`src/hdl/fpuex_pkg.sv`:
```
// shared constants, register map and carrier types of the fpu error exception block
package fpuex_pkg;
   localparam int unsigned ERR_CLASSES = 6;
   localparam int unsigned STATUS_W = 8;
   localparam int unsigned IRQ_W = 3;
   // status bit positions; the six class bits are shared with the mask word
   localparam int unsigned BIT_INVALID = 0;
   localparam int unsigned BIT_DENORMAL = 1;
   localparam int unsigned BIT_ZERO_DIV = 2;
   localparam int unsigned BIT_OVERFLOW = 3;
   localparam int unsigned BIT_UNDERFLOW = 4;
   localparam int unsigned BIT_INEXACT = 5;
   localparam int unsigned BIT_STACK_FAULT = 6;
   localparam int unsigned BIT_SUMMARY = 7;
   // interrupt status bit positions
   localparam int unsigned IRQ_BIT_FPU_FAULT = 0;
   localparam int unsigned IRQ_BIT_SIMD_FAULT = 1;
   localparam int unsigned IRQ_BIT_PENDING = 2;
   // register byte offsets
   localparam logic [7:0] OFS_PRIMARY_CTRL = 8'h00;
   localparam logic [7:0] OFS_MASK = 8'h04;
   localparam logic [7:0] OFS_STATUS = 8'h08;
   localparam logic [7:0] OFS_ERR_PTR = 8'h0c;
   localparam logic [7:0] OFS_SAVED_PTR = 8'h10;
   localparam logic [7:0] OFS_IRQ_STATUS = 8'h14;
   localparam logic [7:0] OFS_IRQ_CLEAR = 8'h18;
   localparam logic [7:0] OFS_IRQ_ENABLE = 8'h1c;
   localparam logic [7:0] OFS_FAULT_INFO = 8'h20;
   localparam int unsigned NE_BIT = 0;
   // reset values
   localparam logic RST_NE = 1'b0;
   localparam logic [ERR_CLASSES-1:0] RST_MASK = 6'h3f;
   localparam logic [IRQ_W-1:0] RST_IRQ_ENABLE = 3'h0;
   // fault vectors
   localparam logic [7:0] VEC_FPU_ERROR = 8'h10;
   localparam logic [7:0] VEC_SIMD_FP = 8'h13;
   localparam logic [1:0] RESP_OKAY = 2'h0;
   localparam logic [1:0] RESP_SLVERR = 2'h2;

   typedef enum logic [3:0] {
      KIND_FP_WAITING = 4'h0,
      KIND_WAIT = 4'h1,
      KIND_INIT = 4'h2,
      KIND_CLEAR_EXC = 4'h3,
      KIND_STORE_STATUS = 4'h4,
      KIND_STORE_CTRL = 4'h5,
      KIND_STORE_ENV = 4'h6,
      KIND_SAVE_STATE = 4'h7,
      KIND_EXT_SAVE = 4'h8,
      KIND_EXT_RESTORE = 4'h9,
      KIND_OTHER = 4'hf
   } fpuex_kind_type;

   typedef struct packed {
      logic [ERR_CLASSES-1:0] flags;
      logic stack_fault;
      logic [31:0] instr_ptr;
   } fpuex_err_type;

   typedef struct packed {
      fpuex_kind_type kind;
      logic [31:0] instr_ptr;
   } fpuex_instr_type;

   typedef struct packed {
      logic [7:0] vector;
      logic has_error_code;
      logic [31:0] saved_ip;
   } fpuex_fault_type;
endpackage

```
`src/hdl/fpuex_sticky.sv`:
```
// sticky flag vector in which a set wins over a simultaneous clear
`timescale 1ns/1ps
module fpuex_sticky #(
   parameter int unsigned WIDTH = 8
) (
   input wire logic aclk,
   input wire logic aresetn,
   input wire logic [WIDTH-1:0] set,
   input wire logic [WIDTH-1:0] clr,
   output logic [WIDTH-1:0] q
);
   if (WIDTH < 1) begin : g_width_check
      $error("fpuex_sticky: WIDTH must be at least 1");
   end

   wire logic [WIDTH-1:0] next_q = (q & ~clr) | set;

   always_ff @(posedge aclk) begin
      if (!aresetn) begin
         q <= '0;
      end else begin
         q <= next_q;
      end
   end
endmodule // fpuex_sticky

```
`src/hdl/fpuex_top.sv`:
```
// fpu error exception unit: flags, masks, deferred fault and axi4-lite registers
`timescale 1ns/1ps
// Overview of operation
// - detect six error classes plus the stack subtype of invalid
// - one sticky flag and mask per class
// - masked errors take default result, no fault
// - vector 16 fault only with enable set
// - set flag, hold pending, fault at wait
// - waiting instructions deliver pending error first
// - non-waiting instructions skip pending error check
// - extended save and restore skip pending errors
// - fault carries no error code
// - saved pointer names the waiting instruction
// - faulting instruction address kept in unit
// - error information retained for later recovery
// - wait instruction forces delivery before dependents
// - simd errors use vector 19 instead
module fpuex_top (
   input wire logic aclk,
   input wire logic aresetn,
   input wire logic [7:0] s_axi_awaddr,
   input wire logic s_axi_awvalid,
   output logic s_axi_awready,
   input wire logic [31:0] s_axi_wdata,
   input wire logic [3:0] s_axi_wstrb,
   input wire logic s_axi_wvalid,
   output logic s_axi_wready,
   output logic [1:0] s_axi_bresp,
   output logic s_axi_bvalid,
   input wire logic s_axi_bready,
   input wire logic [7:0] s_axi_araddr,
   input wire logic s_axi_arvalid,
   output logic s_axi_arready,
   output logic [31:0] s_axi_rdata,
   output logic [1:0] s_axi_rresp,
   output logic s_axi_rvalid,
   input wire logic s_axi_rready,
   input wire logic err_valid,
   input wire fpuex_pkg::fpuex_err_type err_event,
   input wire logic simd_err_valid,
   input wire logic [31:0] simd_err_ptr,
   input wire logic instr_valid,
   input wire fpuex_pkg::fpuex_instr_type instr_req,
   output logic instr_done,
   output logic instr_executed,
   output logic [15:0] instr_result,
   output logic default_used,
   output logic fault_valid,
   output fpuex_pkg::fpuex_fault_type fault_info,
   output logic irq
);
   import fpuex_pkg::*;

   // the status word packs the classes, the stack subtype, then the pending summary
   if (STATUS_W != ERR_CLASSES + 2) begin : g_status_w
      $error("fpuex_top: status width does not fit the classes");
   end
   if (BIT_STACK_FAULT != ERR_CLASSES) begin : g_stack_bit
      $error("fpuex_top: stack subtype must follow the classes");
   end
   if (BIT_SUMMARY != STATUS_W - 1) begin : g_summary_bit
      $error("fpuex_top: summary must be the top status bit");
   end
   // read and result words zero-fill fixed widths, so the counts are fixed too
   if (ERR_CLASSES != 6 || IRQ_W != 3) begin : g_counts
      $error("fpuex_top: six classes and three interrupt events expected");
   end

   // register state
   logic numeric_error_enable;
   logic [ERR_CLASSES-1:0] mask;
   logic [STATUS_W-1:0] status;
   logic [31:0] err_ptr;
   logic [31:0] saved_ptr;
   logic [7:0] last_vector;
   logic pending;
   logic [IRQ_W-1:0] irq_status;
   logic [IRQ_W-1:0] irq_enable;

   // axi write channel state
   logic aw_held;
   logic w_held;
   logic [7:0] aw_addr;
   logic [31:0] w_data;
   logic [3:0] w_strb;

   wire logic aw_take = s_axi_awvalid & s_axi_awready;
   wire logic w_take = s_axi_wvalid & s_axi_wready;
   wire logic wr_fire = aw_held & w_held & ~s_axi_bvalid;
   wire logic wr_lane0 = wr_fire & w_strb[0];
   wire logic wr_ctrl = wr_lane0 & (aw_addr == OFS_PRIMARY_CTRL);
   wire logic wr_mask = wr_lane0 & (aw_addr == OFS_MASK);
   wire logic wr_irq_clr = wr_lane0 & (aw_addr == OFS_IRQ_CLEAR);
   wire logic wr_irq_en = wr_lane0 & (aw_addr == OFS_IRQ_ENABLE);
   wire logic wr_mapped = (aw_addr == OFS_PRIMARY_CTRL) | (aw_addr == OFS_MASK)
                        | (aw_addr == OFS_IRQ_CLEAR) | (aw_addr == OFS_IRQ_ENABLE)
                        | (aw_addr == OFS_STATUS) | (aw_addr == OFS_ERR_PTR)
                        | (aw_addr == OFS_SAVED_PTR) | (aw_addr == OFS_IRQ_STATUS)
                        | (aw_addr == OFS_FAULT_INFO);
   wire logic ar_take = s_axi_arvalid & s_axi_arready;

   // error detection and classification
   // only the six class bits are meaningful; the stack subtype rides on invalid
   wire logic [ERR_CLASSES-1:0] err_classes = err_valid ? err_event.flags : '0;
   wire logic err_stack = err_valid & err_event.stack_fault
                        & err_event.flags[BIT_INVALID];
   wire logic [ERR_CLASSES-1:0] err_unmasked = err_classes & ~mask;
   wire logic err_any_masked = |(err_classes & mask);
   wire logic err_any_unmasked = |err_unmasked;
   // only an unmasked error under the enable arms a deferred fault
   wire logic pend_set = err_any_unmasked & numeric_error_enable;

   // instruction classification
   wire logic is_waiting = instr_valid
                         & ((instr_req.kind == KIND_FP_WAITING)
                         | (instr_req.kind == KIND_WAIT));
   wire logic is_init = instr_valid & (instr_req.kind == KIND_INIT);
   wire logic is_clear = instr_valid & (instr_req.kind == KIND_CLEAR_EXC);
   // non-waiting and extended state instructions never look at pending
   wire logic deliver = is_waiting & pending;
   wire logic flags_clear = is_init | is_clear;

   // status word: sticky flags, set wins over clear
   wire logic [STATUS_W-1:0] status_set = {1'b0, err_stack, err_classes};
   wire logic [STATUS_W-1:0] status_clr = flags_clear ? {STATUS_W{1'b1}} : '0;
   logic [STATUS_W-2:0] status_flags;

   fpuex_sticky #(
      .WIDTH(STATUS_W-1)
   ) u_status_flags (
      .aclk(aclk),
      .aresetn(aresetn),
      .set(status_set[STATUS_W-2:0]),
      .clr(status_clr[STATUS_W-2:0]),
      .q(status_flags)
   );

   // summary bit mirrors the deferred error so software sees it armed
   wire logic [STATUS_W-1:0] status_word = {pending, status_flags};

   // pending error: a new error wins over a clear or delivery
   wire logic pend_clr = deliver | flags_clear;
   wire logic next_pending = (pending & ~pend_clr) | pend_set;

   // interrupt events
   // the simd event keeps its own bit so software can tell the two vectors apart
   wire logic [IRQ_W-1:0] irq_set;
   assign irq_set[IRQ_BIT_FPU_FAULT] = deliver;
   assign irq_set[IRQ_BIT_SIMD_FAULT] = simd_err_valid;
   assign irq_set[IRQ_BIT_PENDING] = pend_set;
   wire logic [IRQ_W-1:0] irq_clr = wr_irq_clr ? w_data[IRQ_W-1:0] : '0;

   fpuex_sticky #(
      .WIDTH(IRQ_W)
   ) u_irq_status (
      .aclk(aclk),
      .aresetn(aresetn),
      .set(irq_set),
      .clr(irq_clr),
      .q(irq_status)
   );

   wire logic next_irq = |(irq_status & irq_enable);

   // fault delivery selection
   // a simd error never borrows the fpu error vector; fpu delivery has priority
   wire logic fault_fire = deliver | simd_err_valid;
   wire logic [7:0] next_vector = deliver ? VEC_FPU_ERROR : VEC_SIMD_FP;
   wire logic [31:0] next_saved_ip = deliver ? instr_req.instr_ptr : simd_err_ptr;

   // instruction results
   wire logic [15:0] status_result = {8'h00, status_word};
   wire logic [15:0] ctrl_result = {10'h000, mask};
   wire logic [15:0] next_result = (instr_req.kind == KIND_STORE_STATUS) ? status_result
                                 : (instr_req.kind == KIND_STORE_CTRL) ? ctrl_result
                                 : 16'h0000;

   // read decode
   wire logic [31:0] rd_ctrl = {31'h00000000, numeric_error_enable};
   wire logic [31:0] rd_mask = {26'h0000000, mask};
   wire logic [31:0] rd_status = {24'h000000, status_word};
   wire logic [31:0] rd_irq_st = {29'h00000000, irq_status};
   wire logic [31:0] rd_irq_en = {29'h00000000, irq_enable};
   wire logic [31:0] rd_fault = {24'h000000, last_vector};
   wire logic rd_hit_ctrl = (s_axi_araddr == OFS_PRIMARY_CTRL);
   wire logic rd_hit_mask = (s_axi_araddr == OFS_MASK);
   wire logic rd_hit_status = (s_axi_araddr == OFS_STATUS);
   wire logic rd_hit_eptr = (s_axi_araddr == OFS_ERR_PTR);
   wire logic rd_hit_sptr = (s_axi_araddr == OFS_SAVED_PTR);
   wire logic rd_hit_irq_st = (s_axi_araddr == OFS_IRQ_STATUS);
   wire logic rd_hit_irq_clr = (s_axi_araddr == OFS_IRQ_CLEAR);
   wire logic rd_hit_irq_en = (s_axi_araddr == OFS_IRQ_ENABLE);
   wire logic rd_hit_fault = (s_axi_araddr == OFS_FAULT_INFO);
   wire logic rd_mapped = rd_hit_ctrl | rd_hit_mask | rd_hit_status | rd_hit_eptr
                        | rd_hit_sptr | rd_hit_irq_st | rd_hit_irq_clr
                        | rd_hit_irq_en | rd_hit_fault;
   // the clear register is write-only and reads as zero
   wire logic [31:0] next_rdata = rd_hit_ctrl ? rd_ctrl
                                : rd_hit_mask ? rd_mask
                                : rd_hit_status ? rd_status
                                : rd_hit_eptr ? err_ptr
                                : rd_hit_sptr ? saved_ptr
                                : rd_hit_irq_st ? rd_irq_st
                                : rd_hit_irq_en ? rd_irq_en
                                : rd_hit_fault ? rd_fault
                                : 32'h00000000;

   // axi write path
   always_ff @(posedge aclk) begin
      if (!aresetn) begin
         aw_held <= 1'b0;
         w_held <= 1'b0;
         aw_addr <= 8'h00;
         w_data <= 32'h00000000;
         w_strb <= 4'h0;
         s_axi_awready <= 1'b0;
         s_axi_wready <= 1'b0;
         s_axi_bvalid <= 1'b0;
         s_axi_bresp <= RESP_OKAY;
      end else begin
         // ready drops once a beat is held, so a second beat is never lost
         s_axi_awready <= ~aw_held & ~aw_take & ~s_axi_bvalid;
         s_axi_wready <= ~w_held & ~w_take & ~s_axi_bvalid;
         if (aw_take) begin
            aw_held <= 1'b1;
            aw_addr <= {s_axi_awaddr[7:2], 2'b00};
         end
         if (w_take) begin
            w_held <= 1'b1;
            w_data <= s_axi_wdata;
            w_strb <= s_axi_wstrb;
         end
         if (wr_fire) begin
            aw_held <= 1'b0;
            w_held <= 1'b0;
            s_axi_bvalid <= 1'b1;
            s_axi_bresp <= wr_mapped ? RESP_OKAY : RESP_SLVERR;
         end else if (s_axi_bvalid & s_axi_bready) begin
            s_axi_bvalid <= 1'b0;
         end
      end
   end

   // axi read path
   always_ff @(posedge aclk) begin
      if (!aresetn) begin
         s_axi_arready <= 1'b0;
         s_axi_rvalid <= 1'b0;
         s_axi_rdata <= 32'h00000000;
         s_axi_rresp <= RESP_OKAY;
      end else begin
         s_axi_arready <= ~s_axi_rvalid & ~ar_take;
         if (ar_take) begin
            s_axi_rvalid <= 1'b1;
            s_axi_rdata <= next_rdata;
            s_axi_rresp <= rd_mapped ? RESP_OKAY : RESP_SLVERR;
         end else if (s_axi_rvalid & s_axi_rready) begin
            s_axi_rvalid <= 1'b0;
         end
      end
   end

   // control registers
   always_ff @(posedge aclk) begin
      if (!aresetn) begin
         numeric_error_enable <= RST_NE;
         mask <= RST_MASK;
         irq_enable <= RST_IRQ_ENABLE;
      end else begin
         if (wr_ctrl) begin
            numeric_error_enable <= w_data[NE_BIT];
         end
         // initialise restores full masking; a software write in the same cycle wins
         if (wr_mask) begin
            mask <= w_data[ERR_CLASSES-1:0];
         end else if (is_init) begin
            mask <= RST_MASK;
         end
         if (wr_irq_en) begin
            irq_enable <= w_data[IRQ_W-1:0];
         end
      end
   end

   // error recovery information
   always_ff @(posedge aclk) begin
      if (!aresetn) begin
         pending <= 1'b0;
         err_ptr <= 32'h00000000;
      end else begin
         pending <= next_pending;
         // the address of the causing instruction stays until the next unmasked error,
         // so a handler entered later still finds it
         if (err_any_unmasked) begin
            err_ptr <= err_event.instr_ptr;
         end
      end
   end

   // fault delivery towards the core
   // fault_info holds until the next fault, so the core may read it late
   always_ff @(posedge aclk) begin
      if (!aresetn) begin
         fault_valid <= 1'b0;
         fault_info <= '0;
         saved_ptr <= 32'h00000000;
         last_vector <= 8'h00;
      end else begin
         fault_valid <= fault_fire;
         if (fault_fire) begin
            fault_info.vector <= next_vector;
            fault_info.has_error_code <= 1'b0;
            fault_info.saved_ip <= next_saved_ip;
            saved_ptr <= next_saved_ip;
            last_vector <= next_vector;
         end
      end
   end

   // instruction completion and masked responses
   // done pulses for every instruction, whether it ran or was replaced
   always_ff @(posedge aclk) begin
      if (!aresetn) begin
         instr_done <= 1'b0;
         instr_executed <= 1'b0;
         instr_result <= 16'h0000;
         default_used <= 1'b0;
      end else begin
         instr_done <= instr_valid;
         // a delivered fault cancels the waiting instruction before it runs
         instr_executed <= instr_valid & ~deliver;
         instr_result <= instr_valid ? next_result : 16'h0000;
         // masked classes continue with the default response, even beside unmasked ones
         default_used <= err_any_masked;
      end
   end

   // the level follows the sticky bits one cycle late, so the pin never glitches
   always_ff @(posedge aclk) begin
      if (!aresetn) begin
         irq <= 1'b0;
      end else begin
         irq <= next_irq;
      end
   end
endmodule // fpuex_top

```
`config.mk`:
```
export PLATFORM = sky130hd
export DESIGN_NAME = fpuex_top
export DESIGN_NICKNAME = d
export VERILOG_FILES = /design/src/hdl/fpuex_pkg.sv /design/src/hdl/fpuex_sticky.sv /design/src/hdl/fpuex_top.sv
export SDC_FILE = /design/constraint.sdc
export NUM_CORES = 1
export LEC_CHECK = 0
export BUFFER_PORTS_ARGS = -buffer_cell sky130_fd_sc_hd__buf_4
export CAP_MARGIN = 10
export CORE_UTILIZATION = 30
export CTS_CLUSTER_SIZE = 30
export DETAILED_ROUTE_END_ITERATION = 10
export SLEW_MARGIN = 20
export SYNTH_ARGS = -nofsm -noshare
export SYNTH_HDL_FRONTEND = slang
export SYNTH_SLANG_ARGS = --single-unit
```
`constraint.sdc`:
```
create_clock -name aclk -period 3.62 [get_ports aclk]
set_input_delay 0.724 -clock aclk [delete_from_list [all_inputs] [get_ports aclk]]
set_output_delay 0.724 -clock aclk [all_outputs]
set_load 0.01 [all_outputs]
```
==> flow_summary.json <==
{
  "initial_core_util_pct": 30.6,
  "drtIter0Drc": 316,
  "cp_data_required_time_ns": 3.95,
  "grt_setup_unrepaired": "no",
  "status": "finished, final reports clean",
  "fmax_mhz": 474,
  "cts_tree": "built",
  "final_cell_mix": "buf_4, dfxtp_1, nand2_1",
  "synth_edf_count": 0,
  "routed_wl_mm": 20.0,
  "hold_class": "flip-flop to flip-flop",
  "fin_worst_skew_ns": 0.0151,
  "first_pass_iters": 4,
  "yosys_warnings": 0,
  "grt_start_max_net_pins": 68,
  "post-route-util_pct": 41.7,
  "synthAdderAreaFrac_pct": 0,
  "cp-start-kind": "primary input",
  "hold_depth": 1,
  "synth_top_family_by_area": "compound AO/OA/AOI/OAI gates",
  "nets": 1078,
  "seqCellArea_um2": 3080,
  "timing.rr.start": "s_axi_arready",
  "fin_crit_ns": 2.11,
  "worst_pin_slew_ns": 0.994,
  "synth_area_per_cell_um2": 9.48,
  "gp_congestion": 0.831,
  "cp_top_family": "simple AND/OR/NAND/NOR gates",
  "core_area_um2": 21900,
  "dpl.hpwl_mm": 14.3,
  "drc": 0,
  "leakage_nw": 4.43,
  "min_from": "s_axi_rvalid",
  "slowest_delay_ns": 0.64,
  "grt_pass1_vias": 5343,
  "path_clk_slew_ns": 0.06,
  "postRouteAntennaNets": 0,
  "yosys.area.top_type": "dfxtp_1",
  "yosys.area_share.xor_xnor_pct": 0,
  "hold_viol": 0,
  "antenna_found_initial": 0,
  "multi_input_area_um2": 3260,
  "relSlewSlack_pct": 33.6,
  "synth_seq_cells": 154,
  "clockBufferDepth": 2,
  "finalCritPeriodShare_pct": 58.2,
  "syn_area_um2": 6700,
  "synth_top_flop_cell": "dfxtp_1",
  "max_cap_viol_count": 0,
  "postCtsSetupRepairBufs": 0,
  "root_buffer": "clkbuf_16",
  "peakVddDrop_v": 0.000258,
  "yosysSeqAreaShare_pct": 46.0,
  "grt_usage_pct": 17.3,
  "crit_path_end_kind": "flip-flop",
  "power.density_nw_per_um2": 447,
  "finalSetupTns_ns": 0,
  "ff2ff_path_depth": 3,
  "slowest_stage": "nand2_1",
  "synth_compound_area_share_pct": 19.0,
  "grt.overflow.total": 0,
  "synthArstFlopShare_pct": 0,
  "synth_area_leaders": "dfxtp_1, mux2i_1, nand2_1",
  "fp-row-count": 54,
  "netlist.area_leader.share_pct": 46.0,
  "routedWlPerCell_um": 16.6,
  "die_x_um": 151,
  "grt_first_pass_wirelength_mm": 29.8,
  "path_class": "primary input to flip-flop",
  "r2r_setup_slack_ns": 1.80,
  "final_common_cell": "buf_4",
  "synthMuxAreaShare_pct": 11.7,
  "setup_violations": 0,
  "worstPathArrival_ns": 2.44,
  "via_per_inst": 4.77,
  "cts_resized": 0,
  "die_area_um2": 22900,
  "r2r-end": "s_axi_rdata[10]",
  "io_pins": 272,
  "cts_max_level": 4,
  "vias": 5736,
  "fp.dieH_um": 151,
  "path_max_fanout": 35,
  "diodes": 0,
  "worstSetupPathDepth": 4,
  "yosys.area_share.simple_pct": 17.1,
  "nFillCells": 2199,
  "crit_start": "aresetn",
  "synth.distinct_cells": 55,
  "worstPathCellList": "buf_4, and3_1, nand2_1, o21ai_0",
  "cts-buffers-inserted": 17,
  "clock_sinks": 154,
  "path_buf_inv": 1,
  "finalMaxSlewViolations": 0,
  "clock_latency_ns": 0.43,
  "portBuffers": 224,
  "crit_end": "s_axi_rdata[10]",
  "syn-instance-count": 707,
  "drive_gt1_share_pct": 29.6,
  "ctsHoldBuffers": 0,
  "syn_to_final_growth_pct": 36.1
}
==> area by class of cell <==
| cell class | instances | area share, % |
|---|---|---|
| well taps | 280 | 3.84 |
| clock inverters | 12 | 1.76 |
| inverters | 12 | 0.494 |
| multi-input cells | 492 | 35.8 |
| clock buffers | 20 | 5.12 |
| repair buffers | 232 | 19.2 |
| flip-flops and latches | 154 | 33.8 |
==> report_power, final <==
part	switching, mW	total [mW]	internal [mW]
Sequential	0.0440	1.79	1.74
Combinational	0.179	0.393	0.214
Clock	0.747	1.90	1.15
Total	0.970	4.08	3.10
==> synth_stat cells, types with 2 or more instances <==
library cell and number:
o22ai_1 4, mux2i_1 75, and2_1 5, o21ai_1 7
a22oi_1 40, a21o_1 2, nand3_1 12, buf_2 11
nor2_1 22, dfxtp_1 154, nor4_1 2, o21a_1 2
clkbuf_1 27, or3_1 3, o211ai_1 2, a31oi_1 3
a211oi_1 3, buf_4 18, a21oi_1 10, and3b_1 2
and3_1 2, inv_1 12, nor2b_1 51, o21ai_0 37
nand2_1 98, mux2_2 3, o31ai_1 3, o211a_1 32
nor3_1 9, nor3b_1 5, buf_1 2, a21boi_0 16
o31a_1 2, nand2b_1 3, a32oi_1 4, buf_6 5
==> metal layers <==
metal  GRT usage, %  vias up  wire length (um)
met2           28.2      163              9610
met3           4.25        8              1140
met1           22.5     2677              9090
met5              0        -                 0
met4           5.20        0               120
li1               -     2888                 -
==> how the worst min path moves through the flow <==
stage,end,slack [ns]
2_1_floorplan,w_strb[0],0.44
3_3_place_gp,s_axi_rdata[1],0.43
3_5_place_dp,s_axi_arready,0.44
4_1_cts,s_axi_arready,0.45
5_1_grt,s_axi_rdata[16],0.47
6_report,s_axi_arready,0.44
==> through the flow <==
stage	hold slack (ns)	std cells	setup WS (ns)	power, mW	cell area (um^2)
final	0.443	1202	1.51	4.08	9120
after global routing	0.468	1202	1.32	4.24	9120
after CTS	0.449	1202	1.43	4.13	9120
after detailed placement	0.440	1170	0.981	2.22	8490
after global placement	0.432	1170	1.03	2.22	8490
after floorplan	0.439	722	1.69	2.01	6760
==> cells by family after synthesis <==
| logic type | Yosys count |
|---|---|
| simple gates | 224 |
| compound gates | 174 |
| flops | 154 |
| mux | 78 |
| buf+inv | 76 |
| other cells | 1 |
==> state kept, by name (all words and copies together), names as in the netlist, 2 cells and up <==
register / cells
aw_addr: 6
err_ptr: 32
instr_result: 8
irq_enable: 3
last_vector: 2
mask: 6
s_axi_rdata: 32
saved_ptr: 32
u_irq_status.q: 3
u_status_flags.q: 7
w_data: 6
==> worst register-to-register path, delay by kind of cell, from the launching register on <==
| family | cells | cell delay, ns |
|---|---|---|
| AND/OR/NAND/NOR | 2 | 0.97 |
| AO/OA/AOI/OAI | 1 | 0.39 |
| flip-flops | 1 | 0.38 |
(Power assumes the default switching activity.)
